==> src/hw/dsr_pkg.sv <==
// shared constants, states and small helpers for the receive demodulator/decoder
// assumes one 44 MHz-class sample clock drives every block that imports it
package dsr_pkg;
	localparam int DSR_ADC_W      = 3;
	localparam int DSR_MIX_W      = 7;
	localparam int DSR_PH_W       = 8;
	localparam int DSR_NCO_W      = 16;
	localparam int DSR_SCR_LEN    = 7;
	localparam int DSR_FREQ_SHIFT = 4;
	localparam int DSR_LEAD_SHIFT = 4;
	localparam int DSR_ROT_BIT_A  = 5;
	localparam int DSR_ROT_BIT_B  = 6;
	// sample clock pulses per high-rate symbol, last index and shortened last index
	localparam logic [4:0] DSR_SYM_LAST   = 5'h1f;
	localparam logic [4:0] DSR_SYM_SHORT  = 5'h1e;
	localparam logic [1:0] DSR_END_PH     = 2'h0;
	localparam logic [1:0] DSR_MID_PH     = 2'h2;
	localparam logic [3:0] DSR_FREQ_LAST  = 4'hf;
	localparam logic [4:0] DSR_TRACK_LAST = 5'h1f;
	localparam logic [2:0] DSR_SEED_SYMS  = 3'h7;
	localparam logic [1:0] DSR_MODE_DBPSK = 2'h0;
	localparam logic [1:0] DSR_MODE_DQPSK = 2'h1;
	localparam logic [1:0] DSR_MODE_BINARY_BIORTHOGONAL_MODE = 2'h2;
	localparam logic [1:0] DSR_MODE_QUAD_BIORTHOGONAL_MODE = 2'h3;
	localparam logic [7:0] DSR_QUAD_HALF  = 8'h20;
	localparam logic [7:0] DSR_BIN_HALF   = 8'h40;

	typedef enum logic [1:0] {DSR_ST_ACQ, DSR_ST_SEARCH, DSR_ST_LOWRATE, DSR_ST_HIGHRATE} dsr_state_t;

	// nearest constellation point of an 8-bit phase, in quarter turns
	function automatic logic [1:0] dsr_quant(input logic [7:0] ph, input logic quad);
		logic [7:0] r;
		r = quad ? ph + DSR_QUAD_HALF : ph + DSR_BIN_HALF;
		dsr_quant = quad ? r[7:6] : {r[7], 1'b0};
	endfunction

	// eight-entry cosine table, amplitude three
	function automatic logic signed [DSR_MIX_W-1:0] dsr_cos(input logic [2:0] idx);
		case (idx)
			3'h0: dsr_cos = 7'sh03;
			3'h1: dsr_cos = 7'sh02;
			3'h2: dsr_cos = 7'sh00;
			3'h3: dsr_cos = -7'sh02;
			3'h4: dsr_cos = -7'sh03;
			3'h5: dsr_cos = -7'sh02;
			3'h6: dsr_cos = 7'sh00;
			default: dsr_cos = 7'sh02;
		endcase
	endfunction
endpackage

==> src/hw/dsr_walsh_bank.sv <==
// one bank of eight serial walsh correlators with a biggest picker
// assumes chip_stb marks each decimated chip and sym_end comes a few pulses after the last one
`timescale 1ns/1ns
`default_nettype none
module dsr_walsh_bank
	import dsr_pkg::*;
#(
	parameter int IN_W  = DSR_MIX_W,
	parameter int ACC_W = 10
)(
	input  wire logic             clk,
	input  wire logic             rst,
	input  wire logic [IN_W-1:0]  chip,
	input  wire logic             chip_stb,
	input  wire logic [2:0]       chip_idx,
	input  wire logic             sym_end,
	output logic      [2:0]       pick_idx,
	output logic                  pick_neg,
	output logic                  pick_stb
);
	if (ACC_W < IN_W + 3)
	begin : g_acc_check
		$error("accumulator too narrow for eight chips");
	end

	logic signed [ACC_W-1:0] acc_ff [8];
	logic signed [ACC_W-1:0] nxt_acc [8];
	logic signed [ACC_W-1:0] sum [8];
	logic signed [ACC_W-1:0] chip_x;
	logic [ACC_W-1:0]        best_mag;
	logic [2:0]              best;
	logic [2:0]              idx_ff, nxt_idx;
	logic                    neg_ff, nxt_neg, stb_ff;

	function automatic logic [ACC_W-1:0] mag(input logic signed [ACC_W-1:0] v);
		mag = v[ACC_W-1] ? ACC_W'(-v) : v;
	endfunction

	always_comb
	begin
		chip_x = ACC_W'(signed'(chip));
		best = 3'h0;
		best_mag = '0;
		for (int k = 0; k < 8; k++)
		begin
			// matched to walsh k or its inverse
			sum[k] = acc_ff[k];
			if (chip_stb)
				sum[k] = ^(3'(k) & chip_idx) ? acc_ff[k] - chip_x : acc_ff[k] + chip_x;
			nxt_acc[k] = sym_end ? '0 : sum[k];
		end
		for (int k = 0; k < 8; k++)
		begin
			if (mag(sum[k]) > best_mag)
			begin
				best_mag = mag(sum[k]);
				best = 3'(k);
			end
		end
		nxt_idx = sym_end ? best : idx_ff;
		nxt_neg = sym_end ? sum[best][ACC_W-1] : neg_ff;
	end

	always_ff @(posedge clk)
	begin
		if (rst)
		begin
			for (int k = 0; k < 8; k++)
				acc_ff[k] <= '0;
			idx_ff <= 3'h0;
			neg_ff <= 1'b0;
			stb_ff <= 1'b0;
		end
		else
		begin
			acc_ff <= nxt_acc;
			idx_ff <= nxt_idx;
			neg_ff <= nxt_neg;
			stb_ff <= sym_end;
		end
	end

	assign pick_idx = idx_ff;
	assign pick_neg = neg_ff;
	assign pick_stb = stb_ff;
endmodule // dsr_walsh_bank
`default_nettype wire

==> src/hw/dsr_descrambler.sv <==
// self-synchronising descrambler, seven-stage register holding received bits
// assumes taps come steady from the scrambler tap configuration
`timescale 1ns/1ns
`default_nettype none
module dsr_descrambler
	import dsr_pkg::*;
(
	input  wire logic                   clk,
	input  wire logic                   rst,
	input  wire logic                   in_bit,
	input  wire logic                   in_stb,
	input  wire logic [DSR_SCR_LEN-1:0] taps,
	output logic                        out_bit,
	output logic                        out_stb
);
	logic [DSR_SCR_LEN-1:0] sr_ff, nxt_sr;
	logic                   bit_ff, nxt_bit, stb_ff;

	always_comb
	begin
		nxt_sr = sr_ff;
		nxt_bit = bit_ff;
		if (in_stb)
		begin
			nxt_bit = in_bit ^ (^(sr_ff & taps));
			nxt_sr = {sr_ff[DSR_SCR_LEN-2:0], in_bit};
		end
	end

	always_ff @(posedge clk)
	begin
		if (rst)
		begin
			sr_ff <= '0;
			bit_ff <= 1'b0;
			stb_ff <= 1'b0;
		end
		else
		begin
			sr_ff <= nxt_sr;
			bit_ff <= nxt_bit;
			stb_ff <= in_stb;
		end
	end

	assign out_bit = bit_ff;
	assign out_stb = stb_ff;
endmodule // dsr_descrambler
`default_nettype wire

==> src/hw/dsr_rx_demod.sv <==
// receive demodulation and decoding: low-rate psk decode, delimiter search timeout,
// high-rate walsh demodulator with chip and carrier tracking, descrambled bit stream
// assumes acquisition logic on the same clock supplies peak phases and lock flags;
// converter samples come from pins and are synchronised here
`timescale 1ns/1ns
`default_nettype none
module dsr_rx_demod
	import dsr_pkg::*;
(
	input  wire logic                 clk,
	input  wire logic                 rst,
	input  wire logic [DSR_ADC_W-1:0] adc_i,
	input  wire logic [DSR_ADC_W-1:0] adc_q,
	input  wire logic                 acq_done,
	input  wire logic                 carrier_locked,
	input  wire logic                 lr_sym_stb,
	input  wire logic [DSR_PH_W-1:0]  lr_phase,
	input  wire logic                 sfd_found,
	input  wire logic                 hdr_last_bit,
	input  wire logic                 end_of_frame,
	input  wire logic [1:0]           rate_mode,
	input  wire logic [7:0]           txrx_control_reg,
	input  wire logic [7:0]           scrambler_tap_reg,
	input  wire logic [7:0]           delimiter_search_timeout_reg,
	output logic                      rx_bit,
	output logic                      rx_bit_stb,
	output logic                      rx_data_valid,
	output logic                      acq_restart,
	output logic                      coherent_mode,
	output logic                      hr_active,
	output logic [15:0]               phase_variance_quality,
	output logic [DSR_NCO_W-1:0]      freq_estimate
);
	// pin synchronisers
	logic [DSR_ADC_W-1:0] i_meta_ff, i_ff, q_meta_ff, q_ff;

	always_ff @(posedge clk)
	begin
		if (rst)
		begin
			i_meta_ff <= '0;
			i_ff <= '0;
			q_meta_ff <= '0;
			q_ff <= '0;
		end
		else
		begin
			i_meta_ff <= adc_i;
			i_ff <= i_meta_ff;
			q_meta_ff <= adc_q;
			q_ff <= q_meta_ff;
		end
	end

	// control and low-rate decode
	dsr_state_t        state_ff, nxt_state;
	logic [7:0]        tmo_ff, nxt_tmo;
	logic [2:0]        seed_ff, nxt_seed;
	logic              coh_ff, nxt_coh, restart_ff, nxt_restart, valid_ff, nxt_valid;
	logic              hra_ff, nxt_hra;
	logic [7:0]        prev_raw_ff, nxt_prev_raw;
	logic [1:0]        prev_q_ff, nxt_prev_q, ref_ff, nxt_ref;
	logic [3:0]        favg_ff, nxt_favg;
	logic signed [11:0] esum_ff, nxt_esum;
	logic [17:0]       esq_ff, nxt_esq;
	logic [15:0]       var_ff, nxt_var;
	logic [DSR_NCO_W-1:0] phase_ff;
	logic [7:0]        sym_ph, x_ph;
	logic [1:0]        q_cur, qd;
	logic signed [7:0] e_ph, lr_mean;
	logic              quad, rev, lr_ld, lr_upd;
	logic [1:0]        lr_n;
	logic [7:0]        lr_bits;

	always_comb
	begin
		nxt_state = state_ff;
		nxt_tmo = tmo_ff;
		nxt_seed = seed_ff;
		nxt_coh = coh_ff;
		nxt_restart = 1'b0;
		nxt_valid = valid_ff;
		nxt_hra = hra_ff;
		nxt_prev_raw = prev_raw_ff;
		nxt_prev_q = prev_q_ff;
		nxt_ref = ref_ff;
		nxt_favg = favg_ff;
		nxt_esum = esum_ff;
		nxt_esq = esq_ff;
		nxt_var = var_ff;
		quad = (rate_mode != DSR_MODE_DBPSK);
		rev = txrx_control_reg[DSR_ROT_BIT_A] | txrx_control_reg[DSR_ROT_BIT_B];
		sym_ph = lr_phase - phase_ff[DSR_NCO_W-1 -: DSR_PH_W];
		// raw phase delta before lock, derotated phase after
		x_ph = coh_ff ? sym_ph : lr_phase - prev_raw_ff;
		q_cur = dsr_quant(x_ph, quad);
		qd = coh_ff ? q_cur - prev_q_ff : q_cur;
		// reversed rotation sense negates the phase change
		if (rev)
			qd = 2'h0 - qd;
		e_ph = signed'(x_ph - {q_cur, 6'h00});
		lr_mean = 8'(esum_ff >>> DSR_FREQ_SHIFT);
		lr_ld = 1'b0;
		lr_upd = 1'b0;
		lr_n = 2'h1;
		lr_bits = 8'h00;
		// quadrature dibit map, earliest bit in the msb
		if (quad)
		begin
			lr_n = 2'h2;
			lr_bits = {qd[1], qd[1] ^ qd[0], 6'h00};
		end
		// binary bit is the half-turn difference
		else
			lr_bits = {qd[1], 7'h00};
		unique case (state_ff)
			DSR_ST_ACQ:
			begin
				nxt_coh = 1'b0;
				nxt_valid = 1'b0;
				nxt_hra = 1'b0;
				nxt_tmo = 8'h00;
				nxt_seed = 3'h0;
				nxt_favg = 4'h0;
				nxt_esum = '0;
				nxt_esq = '0;
				if (acq_done)
					nxt_state = DSR_ST_SEARCH;
			end
			DSR_ST_SEARCH, DSR_ST_LOWRATE:
			begin
				if (carrier_locked)
					nxt_coh = 1'b1;
				if (lr_sym_stb)
				begin
					lr_ld = 1'b1;
					nxt_prev_raw = lr_phase;
					// absolute decision kept, so the first coherent symbol has a true reference
					nxt_prev_q = dsr_quant(sym_ph, quad);
					if (seed_ff != DSR_SEED_SYMS)
						nxt_seed = seed_ff + 3'h1;
					// valid on the edge that completes the seventh symbol
					nxt_valid = (nxt_seed == DSR_SEED_SYMS);
					nxt_favg = favg_ff + 4'h1;
					nxt_esum = esum_ff + 12'(e_ph);
					// widen before squaring: an 8-bit product would wrap
					nxt_esq = esq_ff + 18'(e_ph) * 18'(e_ph);
					if (favg_ff == DSR_FREQ_LAST)
					begin
						lr_upd = 1'b1;
						nxt_var = 16'(nxt_esq >> DSR_FREQ_SHIFT) - 16'(lr_mean) * 16'(lr_mean);
						nxt_esum = '0;
						nxt_esq = '0;
					end
				end
				if (state_ff == DSR_ST_SEARCH)
				begin
					if (lr_sym_stb)
						nxt_tmo = tmo_ff + 8'h01;
					if (sfd_found)
						nxt_state = DSR_ST_LOWRATE;
					else if (tmo_ff >= delimiter_search_timeout_reg)
					begin
						nxt_restart = 1'b1;
						nxt_state = DSR_ST_ACQ;
					end
				end
				// capture absolute phase, hand over to high rate
				else if (hdr_last_bit && rate_mode[1])
				begin
					nxt_ref = dsr_quant(sym_ph, 1'b1);
					nxt_hra = 1'b1;
					nxt_state = DSR_ST_HIGHRATE;
				end
				else if (end_of_frame)
					nxt_state = DSR_ST_ACQ;
			end
			DSR_ST_HIGHRATE:
			begin
				// high-rate flag drops with the return to acquisition
				if (end_of_frame)
				begin
					nxt_state = DSR_ST_ACQ;
					nxt_hra = 1'b0;
				end
			end
		endcase
	end

	always_ff @(posedge clk)
	begin
		if (rst)
		begin
			state_ff <= DSR_ST_ACQ;
			tmo_ff <= 8'h00;
			seed_ff <= 3'h0;
			coh_ff <= 1'b0;
			restart_ff <= 1'b0;
			valid_ff <= 1'b0;
			hra_ff <= 1'b0;
			prev_raw_ff <= 8'h00;
			prev_q_ff <= 2'h0;
			ref_ff <= 2'h0;
			favg_ff <= 4'h0;
			esum_ff <= '0;
			esq_ff <= '0;
			var_ff <= 16'h0000;
		end
		else
		begin
			state_ff <= nxt_state;
			tmo_ff <= nxt_tmo;
			seed_ff <= nxt_seed;
			coh_ff <= nxt_coh;
			restart_ff <= nxt_restart;
			valid_ff <= nxt_valid;
			hra_ff <= nxt_hra;
			prev_raw_ff <= nxt_prev_raw;
			prev_q_ff <= nxt_prev_q;
			ref_ff <= nxt_ref;
			favg_ff <= nxt_favg;
			esum_ff <= nxt_esum;
			esq_ff <= nxt_esq;
			var_ff <= nxt_var;
		end
	end

	// high-rate timing, mixer, chip tracking and nco
	logic [4:0]              cnt_ff, nxt_cnt, tsym_ff, nxt_tsym;
	logic                    stall_ff, nxt_stall, adv_ff, nxt_adv, ret_ff, nxt_ret;
	logic                    mid_ff, nxt_mid, pend_ff, nxt_pend;
	logic signed [7:0]       trk_ff, nxt_trk;
	logic [DSR_NCO_W-1:0]    nxt_phase, freq_ff, nxt_freq;
	logic signed [DSR_MIX_W-1:0] i7, q7, c7, s7, mix_i, mix_q;
	logic signed [7:0]       perr;
	logic                    hr, wrap, end_stb, mid_stb, sym_end;

	always_comb
	begin
		hr = (state_ff == DSR_ST_HIGHRATE);
		i7 = DSR_MIX_W'(signed'(i_ff));
		q7 = DSR_MIX_W'(signed'(q_ff));
		c7 = dsr_cos(phase_ff[DSR_NCO_W-1 -: 3]);
		s7 = dsr_cos(phase_ff[DSR_NCO_W-1 -: 3] - 3'h2);
		mix_i = i7 * c7 + q7 * s7;
		mix_q = q7 * c7 - i7 * s7;
		wrap = (cnt_ff == DSR_SYM_LAST) || (adv_ff && cnt_ff == DSR_SYM_SHORT);
		sym_end = hr && wrap && !stall_ff;
		// two samples per chip: end feeds correlators, mid feeds tracking
		end_stb = hr && (cnt_ff[1:0] == DSR_END_PH) && !stall_ff;
		mid_stb = hr && (cnt_ff[1:0] == DSR_MID_PH);
		nxt_cnt = cnt_ff + 5'h01;
		nxt_stall = 1'b0;
		nxt_adv = adv_ff;
		nxt_ret = ret_ff;
		nxt_mid = mid_ff;
		nxt_pend = pend_ff;
		nxt_trk = trk_ff;
		nxt_tsym = tsym_ff;
		// costas phase detector on end samples
		perr = mix_i[DSR_MIX_W-1] ? 8'(-mix_q) : 8'(mix_q);
		if (rate_mode == DSR_MODE_QUAD_BIORTHOGONAL_MODE)
			perr = perr - (mix_q[DSR_MIX_W-1] ? 8'(-mix_i) : 8'(mix_i));
		nxt_freq = freq_ff;
		nxt_phase = phase_ff + freq_ff;
		// low-rate loop takes the sixteen-symbol mean
		if (lr_upd && coh_ff)
			nxt_freq = freq_ff + DSR_NCO_W'(lr_mean);
		if (wrap)
		begin
			nxt_adv = 1'b0;
			// a late step holds the counter one pulse
			if (ret_ff && !stall_ff)
			begin
				nxt_cnt = cnt_ff;
				nxt_stall = 1'b1;
				nxt_ret = 1'b0;
			end
			else
				nxt_cnt = 5'h00;
		end
		if (end_stb)
		begin
			// error only across a transition, sign from later end
			if (mid_ff && (pend_ff != mix_i[DSR_MIX_W-1]))
				nxt_trk = mix_i[DSR_MIX_W-1] ? trk_ff - 8'sh01 : trk_ff + 8'sh01;
			nxt_pend = mix_i[DSR_MIX_W-1];
			nxt_mid = 1'b0;
			// lead/lag filter, loop state inherited from low rate
			nxt_freq = freq_ff + DSR_NCO_W'(perr);
			nxt_phase = phase_ff + freq_ff + (DSR_NCO_W'(perr) <<< DSR_LEAD_SHIFT);
		end
		if (mid_stb)
			nxt_mid = 1'b1;
		if (sym_end)
		begin
			nxt_tsym = tsym_ff + 5'h01;
			// one timing decision per thirty-two symbols
			if (tsym_ff == DSR_TRACK_LAST)
			begin
				nxt_adv = (nxt_trk > 8'sh00);
				nxt_ret = (nxt_trk < 8'sh00);
				nxt_trk = 8'sh00;
			end
		end
		// nco and timing idle outside a frame so each frame starts clean
		if (state_ff == DSR_ST_ACQ)
		begin
			nxt_freq = '0;
			nxt_phase = '0;
		end
		if (!hr)
		begin
			nxt_cnt = 5'h00;
			nxt_tsym = 5'h00;
			nxt_trk = 8'sh00;
			nxt_adv = 1'b0;
			nxt_ret = 1'b0;
			nxt_mid = 1'b0;
		end
	end

	always_ff @(posedge clk)
	begin
		if (rst)
		begin
			cnt_ff <= 5'h00;
			tsym_ff <= 5'h00;
			stall_ff <= 1'b0;
			adv_ff <= 1'b0;
			ret_ff <= 1'b0;
			mid_ff <= 1'b0;
			pend_ff <= 1'b0;
			trk_ff <= 8'sh00;
			freq_ff <= '0;
			phase_ff <= '0;
		end
		else
		begin
			cnt_ff <= nxt_cnt;
			tsym_ff <= nxt_tsym;
			stall_ff <= nxt_stall;
			adv_ff <= nxt_adv;
			ret_ff <= nxt_ret;
			mid_ff <= nxt_mid;
			pend_ff <= nxt_pend;
			trk_ff <= nxt_trk;
			freq_ff <= nxt_freq;
			phase_ff <= nxt_phase;
		end
	end

	logic [2:0] ii, qi;
	logic       in_neg, qn_neg, pstb, pstb_q;

	dsr_walsh_bank #(.IN_W(DSR_MIX_W), .ACC_W(10)) u_bank_i (
		.clk      (clk),
		.rst      (rst),
		.chip     (mix_i),
		.chip_stb (end_stb),
		.chip_idx (cnt_ff[4:2]),
		.sym_end  (sym_end),
		.pick_idx (ii),
		.pick_neg (in_neg),
		.pick_stb (pstb)
	);

	dsr_walsh_bank #(.IN_W(DSR_MIX_W), .ACC_W(10)) u_bank_q (
		.clk      (clk),
		.rst      (rst),
		.chip     (mix_q),
		.chip_stb (end_stb),
		.chip_idx (cnt_ff[4:2]),
		.sym_end  (sym_end),
		.pick_idx (qi),
		.pick_neg (qn_neg),
		.pick_stb (pstb_q)
	);

	// serializer into the descrambler
	logic [7:0] ser_ff, nxt_ser;
	logic [3:0] sn_ff, nxt_sn;
	logic       sbit_ff, nxt_sbit, sstb_ff, nxt_sstb;
	logic [3:0] ci, cq;

	always_comb
	begin
		// rotate decisions by the captured reference
		unique case (ref_ff)
			2'h0: {ci, cq} = {ii, in_neg, qi, qn_neg};
			2'h1: {ci, cq} = {qi, qn_neg, ii, ~in_neg};
			2'h2: {ci, cq} = {ii, ~in_neg, qi, ~qn_neg};
			2'h3: {ci, cq} = {qi, ~qn_neg, ii, in_neg};
		endcase
		nxt_ser = {ser_ff[6:0], 1'b0};
		nxt_sn = (sn_ff != 4'h0) ? sn_ff - 4'h1 : 4'h0;
		nxt_sbit = ser_ff[7];
		nxt_sstb = (sn_ff != 4'h0);
		if (lr_ld)
		begin
			nxt_ser = lr_bits;
			nxt_sn = {2'h0, lr_n};
		end
		// binary mode sends ci only, the in-phase decision after rotation by the reference
		else if (pstb && pstb_q)
		begin
			nxt_ser = (rate_mode == DSR_MODE_QUAD_BIORTHOGONAL_MODE) ? {ci, cq} : {ci, 4'h0};
			nxt_sn = (rate_mode == DSR_MODE_QUAD_BIORTHOGONAL_MODE) ? 4'h8 : 4'h4;
		end
	end

	always_ff @(posedge clk)
	begin
		if (rst)
		begin
			ser_ff <= 8'h00;
			sn_ff <= 4'h0;
			sbit_ff <= 1'b0;
			sstb_ff <= 1'b0;
		end
		else
		begin
			ser_ff <= nxt_ser;
			sn_ff <= nxt_sn;
			sbit_ff <= nxt_sbit;
			sstb_ff <= nxt_sstb;
		end
	end

	// taps from the tap configuration register
	dsr_descrambler u_descr (
		.clk     (clk),
		.rst     (rst),
		.in_bit  (sbit_ff),
		.in_stb  (sstb_ff),
		.taps    (scrambler_tap_reg[DSR_SCR_LEN-1:0]),
		.out_bit (rx_bit),
		.out_stb (rx_bit_stb)
	);

	assign rx_data_valid = valid_ff;
	assign acq_restart = restart_ff;
	assign coherent_mode = coh_ff;
	assign hr_active = hra_ff;
	assign phase_variance_quality = var_ff;
	assign freq_estimate = freq_ff;
endmodule // dsr_rx_demod
`default_nettype wire

==> config.mk <==
export PLATFORM = sky130hd
export DESIGN_NAME = dsr_rx_demod
export DESIGN_NICKNAME = d
export VERILOG_FILES = /design/src/hw/dsr_pkg.sv /design/src/hw/dsr_walsh_bank.sv /design/src/hw/dsr_descrambler.sv /design/src/hw/dsr_rx_demod.sv
export SDC_FILE = /design/constraint.sdc
export NUM_CORES = 2
export LEC_CHECK = 0
export ABC_CLOCK_PERIOD_IN_PS = 24600
export BUFFER_PORTS_ARGS = -buffer_cell sky130_fd_sc_hd__clkbuf_2
export CORE_MARGIN = 1.5
export CORE_UTILIZATION = 50
export CTS_CLUSTER_SIZE = 24
export DETAILED_ROUTE_END_ITERATION = 12
export GPL_TIMING_DRIVEN = 1
export HOLD_SLACK_MARGIN = 0.08
export PLACE_DENSITY_LB_ADDON = 0.1
export SLEW_MARGIN = 10
export SYNTH_ARGS = -nofsm -noshare
export SYNTH_HDL_FRONTEND = slang
export SYNTH_SLANG_ARGS = --single-unit
==> constraint.sdc <==
create_clock -name clk -period 24.6 [get_ports clk]
set_input_delay 1.23 -clock clk [delete_from_list [all_inputs] [get_ports clk]]
set_output_delay 1.23 -clock clk [all_outputs]
set_load 0.01 [all_outputs]
* Yosys cells after proc, flatten, opt, wreduce, memory -nomap -nowiden
Index checks and enable logic that the tools add are counted. Widths: inputs -> output; s select.
Operators by class: $add $sub $neg 76, $mul 6, magnitude comparators 21, equal/unequal tests 34, multiplexer cells 160, bitwise logic cells 12, reduce and logical (&&, ||, !) cells 49
Operator list (number):
- $mux 10 | 64
- $add 10x7->10 | 16
- $neg 10->10 | 16
- $gt 10x10->1 | 14
- $sub 10x7->10 | 14
- $mux 8 | 15
- $add 16x16->16 | 4
- $bmux 10 s3 | 2
- $pmux 7 s4 | 2
- $mux 16 | 3
- $mux 18 | 2
- $mux 3 | 12
- $pmux 18 s2 | 1
- $mul 8x8->16 | 2
- $pmux 4 s4 | 2
- $sub 8x8->8 | 4
- $mul 3x7->7 | 4
- $mux 2 | 14
- $mux 1 | 25
- $mux 12 | 2
- $pmux 12 s2 | 1
- $eq 3x3->1 const B | 7
- $reduce_xor 3->1 | 7
- $gt 10x1->1 const B | 2
- other kinds (57) | 123
Word-level totals: register bits 338, output and inout bits 38, word-level logic and storage cells 415

* Longest topological paths before layout
depth in word-level cells 30, depth in mapped cells 123, mapped depth without buffers 114

* Modules after synthesis
From an unflattened synthesis, not the netlist that was laid out.
Unflattened totals: cells, all modules 5018, area total of the unflattened synthesis 39456.6 µm²
Modules (own cells, without submodules):
- dsr_rx_demod | times used 1, cells an instance 2097, area an instance 17356.6 µm²
- dsr_walsh_bank at u_bank_q | times used 1, cells an instance 1446, area an instance 10913.0 µm²
- dsr_walsh_bank at u_bank_i | times used 1, cells an instance 1433, area an instance 10791.6 µm²
- dsr_descrambler | times used 1, cells an instance 42, area an instance 395.4 µm²

* Worst setup path before layout
Ideal clock, no wire load.
path kind register to register, start point register phase_ff[14], end point register u_bank_q.neg_ff (netlist: u_bank_q.pick_neg), library setup time 0.127 ns, arrival time 21.443 ns, data required time 24.473 ns, path slack 3.030 ns, cell stages (with the launch flop) 116, period minus slack after synthesis 21.570 ns, cell sequence dfxtp_1 buf_2 inv_1 nor2_1 a21oi_1 nand2b_1 fa_1 inv_1 fa_1 fa_1 fa_1 ha_1 nor2b_1 o21a_1 or3_1 and2_1 clkbuf_1 nor4_1 [80 not listed] clkbuf_1 clkbuf_1 a21oi_1 ha_1 nor2b_1 o21ai_0 nand2b_1 a21oi_1 nor2b_1 o21ai_0 nand2b_1 a21oi_1 o21ai_0 o31ai_1 nor2b_1 o21ai_2 and3_1 or3_1
On the way: cells in the longest elaborated chain, start to end 30, elaborated cells on any way between the ends 94, those cells by class 25 x add/sub; 2 x mul; 8 x order compare; 10 x eq/ne; 42 x mux; 1 x bitwise; 6 x reduce/logical
Ends and longest elaborated chain:
- start, declared | line dsr_rx_demod.sv:67 | logic [DSR_NCO_W-1:0] phase_ff;
- start signal, assigned | line dsr_rx_demod.sv:349 | phase_ff <= nxt_phase;
- $sub 3x2->3 | line dsr_rx_demod.sv:244 | s7 = dsr_cos(phase_ff[DSR_NCO_W-1 -: 3] - 3'h2);
- $eq 3x3->1 or $eq 3x2->1 (tied branches) | line dsr_pkg.sv:39 | case (idx)
- $reduce_or 2->1 (no source line)
- $pmux 7 s4 | line dsr_pkg.sv:39
- $mul 3x7->7 | line dsr_rx_demod.sv:246 | mix_q = q7 * c7 - i7 * s7;
- $sub 7x7->7 (*) | line dsr_rx_demod.sv:246
- $add 10x7->10 | line dsr_walsh_bank.sv:49 | sum[k] = ^(3'(k) & chip_idx) ? acc_ff[k] - chip_x : acc_ff[k] + chip_x;
- $mux 10 | line dsr_walsh_bank.sv:48 | if (chip_stb)
- [13 not listed]
- $mux 10 | line dsr_walsh_bank.sv:54 | if (mag(sum[k]) > best_mag)
- $gt 10x10->1 | line dsr_walsh_bank.sv:54
- $mux 10 | line dsr_walsh_bank.sv:54
- $gt 10x10->1 | line dsr_walsh_bank.sv:54
- $mux 3 | line dsr_walsh_bank.sv:54
- $not 3->4 (not written as such) | line dsr_walsh_bank.sv:61 | nxt_neg = sym_end ? sum[best][ACC_W-1] : neg_ff;
- $bmux 10 s3 (*) | line dsr_walsh_bank.sv:61
- $mux 10 (not written as such) (*) (2 in series) | line dsr_walsh_bank.sv:61
- end signal, assigned | line dsr_walsh_bank.sv:78 | neg_ff <= nxt_neg;
- end, declared | line dsr_walsh_bank.sv:33 | logic neg_ff, nxt_neg, stb_ff;
Every way passes the cells marked *; elsewhere a longest branch is shown, timed or not. The select of a mux whose other input is x is not followed. A chain may end at the register's enable or synchronous reset.

* Worst setup path in the final report
start point register phase_ff[13], end point register u_bank_i.neg_ff (netlist: u_bank_i.pick_neg)
On the way: cells in the longest elaborated chain, start to end 30, elaborated cells on any way between the ends 94, those cells by class 25 x add/sub; 2 x mul; 8 x order compare; 10 x eq/ne; 42 x mux; 1 x bitwise; 6 x reduce/logical
Ends and longest elaborated chain:
- $sub 3x2->3 | line dsr_rx_demod.sv:244
- $eq 3x3->1 or $eq 3x2->1 (tied branches) | line dsr_pkg.sv:39
- $reduce_or 2->1 (no source line)
- $pmux 7 s4 | line dsr_pkg.sv:39
- $mul 3x7->7 | line dsr_rx_demod.sv:245 | mix_i = i7 * c7 + q7 * s7;
- $add 7x7->7 (*) | line dsr_rx_demod.sv:245
- $add 10x7->10 | line dsr_walsh_bank.sv:49
- $mux 10 | line dsr_walsh_bank.sv:48
- [13 not listed]
- $mux 10 | line dsr_walsh_bank.sv:54
- $gt 10x10->1 | line dsr_walsh_bank.sv:54
- $mux 10 | line dsr_walsh_bank.sv:54
- $gt 10x10->1 | line dsr_walsh_bank.sv:54
- $mux 3 | line dsr_walsh_bank.sv:54
- $not 3->4 (not written as such) | line dsr_walsh_bank.sv:61
- $bmux 10 s3 (*) | line dsr_walsh_bank.sv:61
- $mux 10 (not written as such) (*) (2 in series) | line dsr_walsh_bank.sv:61
- end signal, assigned | line dsr_walsh_bank.sv:78
- end, declared | line dsr_walsh_bank.sv:33
Marked as above.

==> results.json <==
{
  "cp_data_arrival_time_ns": 23.31,
  "cpMaxStageDelayCell": "dfxtp_1",
  "post-route-period-util": 0.928,
  "fmax_mhz": 43.8,
  "maxCapViolations": 0,
  "layout.nets": 5770,
  "dp_hpwl_um": 79600,
  "die_y_um": 283,
  "tritoncts": "yes",
  "rsz0062_at_grt": "no",
  "final.setup.tns_ns": 0,
  "clockBufferDepth": 3,
  "ys_top_cells_by_area": "dfxtp_1 (17%), ha_1 (16%), fa_1 (7.9%)",
  "hp-class": "register to register",
  "cpMostUsedCell": "o21ai_0",
  "required_ns": 25.08,
  "synth_nets": 5765,
  "multi_input_area_mm2": 0.0301,
  "fill_cells": 7574,
  "clk-insertion-delay-late_ns": 0.61,
  "tightest_slew_ns": 1.11,
  "finalMaxSlewViolations": 0,
  "overflow": 0,
  "grt_pass1_wl_um": 166000,
  "ctsHtreeMaxLevel": 2,
  "synth.most_common_cell": "nor2_1",
  "syn_area_per_cell_um2": 7.72,
  "vias": 33830,
  "yosysSeqAreaShare": 0.173,
  "period_needed_ns": 22.83,
  "drt-pass1-iter-count": 8,
  "cp-startpoint": "phase_ff[13]$_SDFF_PP0_",
  "ant_nets": 0,
  "finalSetupViolations": 0,
  "hold_start": "ser_ff[1]$_SDFF_PP0_",
  "yosys_warnings": 0,
  "first_global_vias": 31971,
  "crit_path_max_incr_delay_ns": 0.57,
  "via_per_inst": 5.51,
  "coreArea_mm2": 0.0773,
  "ioPinCount": 86,
  "row_count": 102,
  "synth_flop_cell": "dfxtp_1",
  "wl_per_cell_um": 16.9,
  "cts_buffers": 45,
  "grt_max_degree": 138,
  "cp-start-kind": "register",
  "reg2reg_slack_ns": 1.77,
  "synth.cell_area_mm2": 0.0391,
  "drt_wl_total_um": 104000,
  "holdWs_ns": 0.438,
  "clock-sinks": 338,
  "drt_iter0_markers": 1868,
  "postSynthCellCount": 5058,
  "gp_congestion": 0.865,
  "clockRootBuffer": "clkbuf_16",
  "synth_edf_count": 0,
  "ctsHoldBuffers": 0,
  "path_class": "register to register",
  "drcViolationCount": 0,
  "end_kind": "register",
  "yosys_register_bits": 338,
  "netlist.area_leader.share": 0.173,
  "synth_commonest_cells": "nor2_1 (652), ha_1 (504), nand2_1 (446)",
  "track_usage": 0.259,
  "outcome": "finished, final reports clean",
  "antenna_found_initial": 2,
  "timing.rr.start": "phase_ff[13]$_SDFF_PP0_",
  "dieArea_mm2": 0.0798,
  "die_w_um": 283,
  "area_delta_synth_final_pct": 7.99,
  "slew_headroom": 0.261,
  "fin_worst_skew_ns": 0.0487,
  "io_buffers": 78,
  "hold_viol": 0,
  "yosysTopAreaCell": "dfxtp_1",
  "path_clk_slew_ns": 0.06,
  "async_flop_share": 0,
  "drive_gt1_frac": 0.0591,
  "ys_types": 107,
  "start_util": 0.505,
  "seqCellArea_mm2": 0.00677,
  "critPathMaxFanout": 17
}
## repair_timing
action	CTS	global route
buffers inserted	0	4
setup endpoints to repair	0	5
gates resized for setup	0	10
## per-layer routing
metal | part of all wire | vias up | GRT usage
li1 | - | 17248 | -
met3 | 0.044 | 112 | 0.0282
met5 | 0 | - | 0
met4 | 0.021 | 0 | 0.0628
met1 | 0.47 | 15815 | 0.351
met2 | 0.46 | 655 | 0.440
## state kept, by name (all words and copies together), names as in the netlist, 4 cells and up
register	count
u_descr.sr_ff	7
u_bank_i.acc_ff	80
favg_ff	4
trk_ff	8
cnt_ff	5
esq_ff	18
esum_ff	12
ser_ff	8
tsym_ff	5
u_bank_q.acc_ff	80
sn_ff	4
freq_estimate	16
prev_raw_ff	8
phase_ff	16
phase_variance_quality	16
tmo_ff	8
## final cells by class
type / count / area share
well taps: 1040 / 0.0308
flip-flops and latches: 338 / 0.160
multi-input cells: 4115 / 0.713
clock inverters: 13 / 0.00501
clock buffers: 68 / 0.0325
repair buffers: 134 / 0.0196
inverters: 429 / 0.0382
diodes: 1 / 0.0000593
## critical path, delay by kind of cell (launching register included)
kind | cells | cell delay [ns]
compound gates | 44 | 9.45
simple gates | 23 | 5.12
fa+ha+maj | 13 | 5.04
buf+inv | 10 | 1.62
xor+xnor | 2 | 0.65
flops | 1 | 0.57
mux | 1 | 0.21
## worst paths after layout
kind                            cells past startpoint                        endpoint
worst max register to register                     93  u_bank_i.pick_neg$_SDFFE_PP0P_
worst min-delay path                                2            ser_ff[2]$_SDFF_PP0_
worst max-delay path                               93  u_bank_i.pick_neg$_SDFFE_PP0P_
worst min register to register                      2            ser_ff[2]$_SDFF_PP0_
## stage by stage
stage | std cells | instance area [um^2] | utilization | setup slack [ns]
6_report | 6138 | 42200 | 0.546 | 1.77
5_1_grt | 6137 | 42200 | 0.546 | 0.0449
4_1_cts | 6133 | 42100 | 0.545 | 1.48
3_5_place_dp | 6052 | 40500 | 0.524 | 1.60
3_3_place_gp | 6052 | 40500 | 0.524 | 1.80
2_1_floorplan | 5058 | 39100 | - | 3.03
## cells in the final DEF, fill, tap and decap left out, drive strengths merged, types with 23 or more instances in the layout
cell    Yosys  layout
a211oi     28      28
a21o      146     146
a21oi     388     388
and2       76      76
and3       39      39
buf        48      57
clkbuf    128     145
dfxtp     338     338
fa        155     155
ha        504     504
inv       425     427
mux2i      82      82
nand2     447     447
nand2b     70      70
nand3      99      99
nand4      31      31
nor2      653     653
nor2b     111     111
nor3       79      79
nor4       25      25
o21a       57      57
o21ai     256     256
o21bai     60      60
o31ai      27      27
or3        23      23
xnor2     347     347
xor2      139     139
## kinds of logic (layout without fill, tap and decap cells)
kind of cell,after synthesis,in the layout,synth area share
adder cells (fa/ha/maj),662,662,0.242
flip-flops,338,338,0.173
buffers and inverters,605,644,0.0590
multiplexers,103,103,0.0277
other,1,2,0.0000960
AND/OR/NAND/NOR,1725,1725,0.204
XOR/XNOR,489,489,0.111
AO/OA/AOI/OAI,1135,1135,0.183
Power is left out: the tool's default activity adds up to more than one toggle a clock period on the data nets, which glitch-free logic cannot reach.
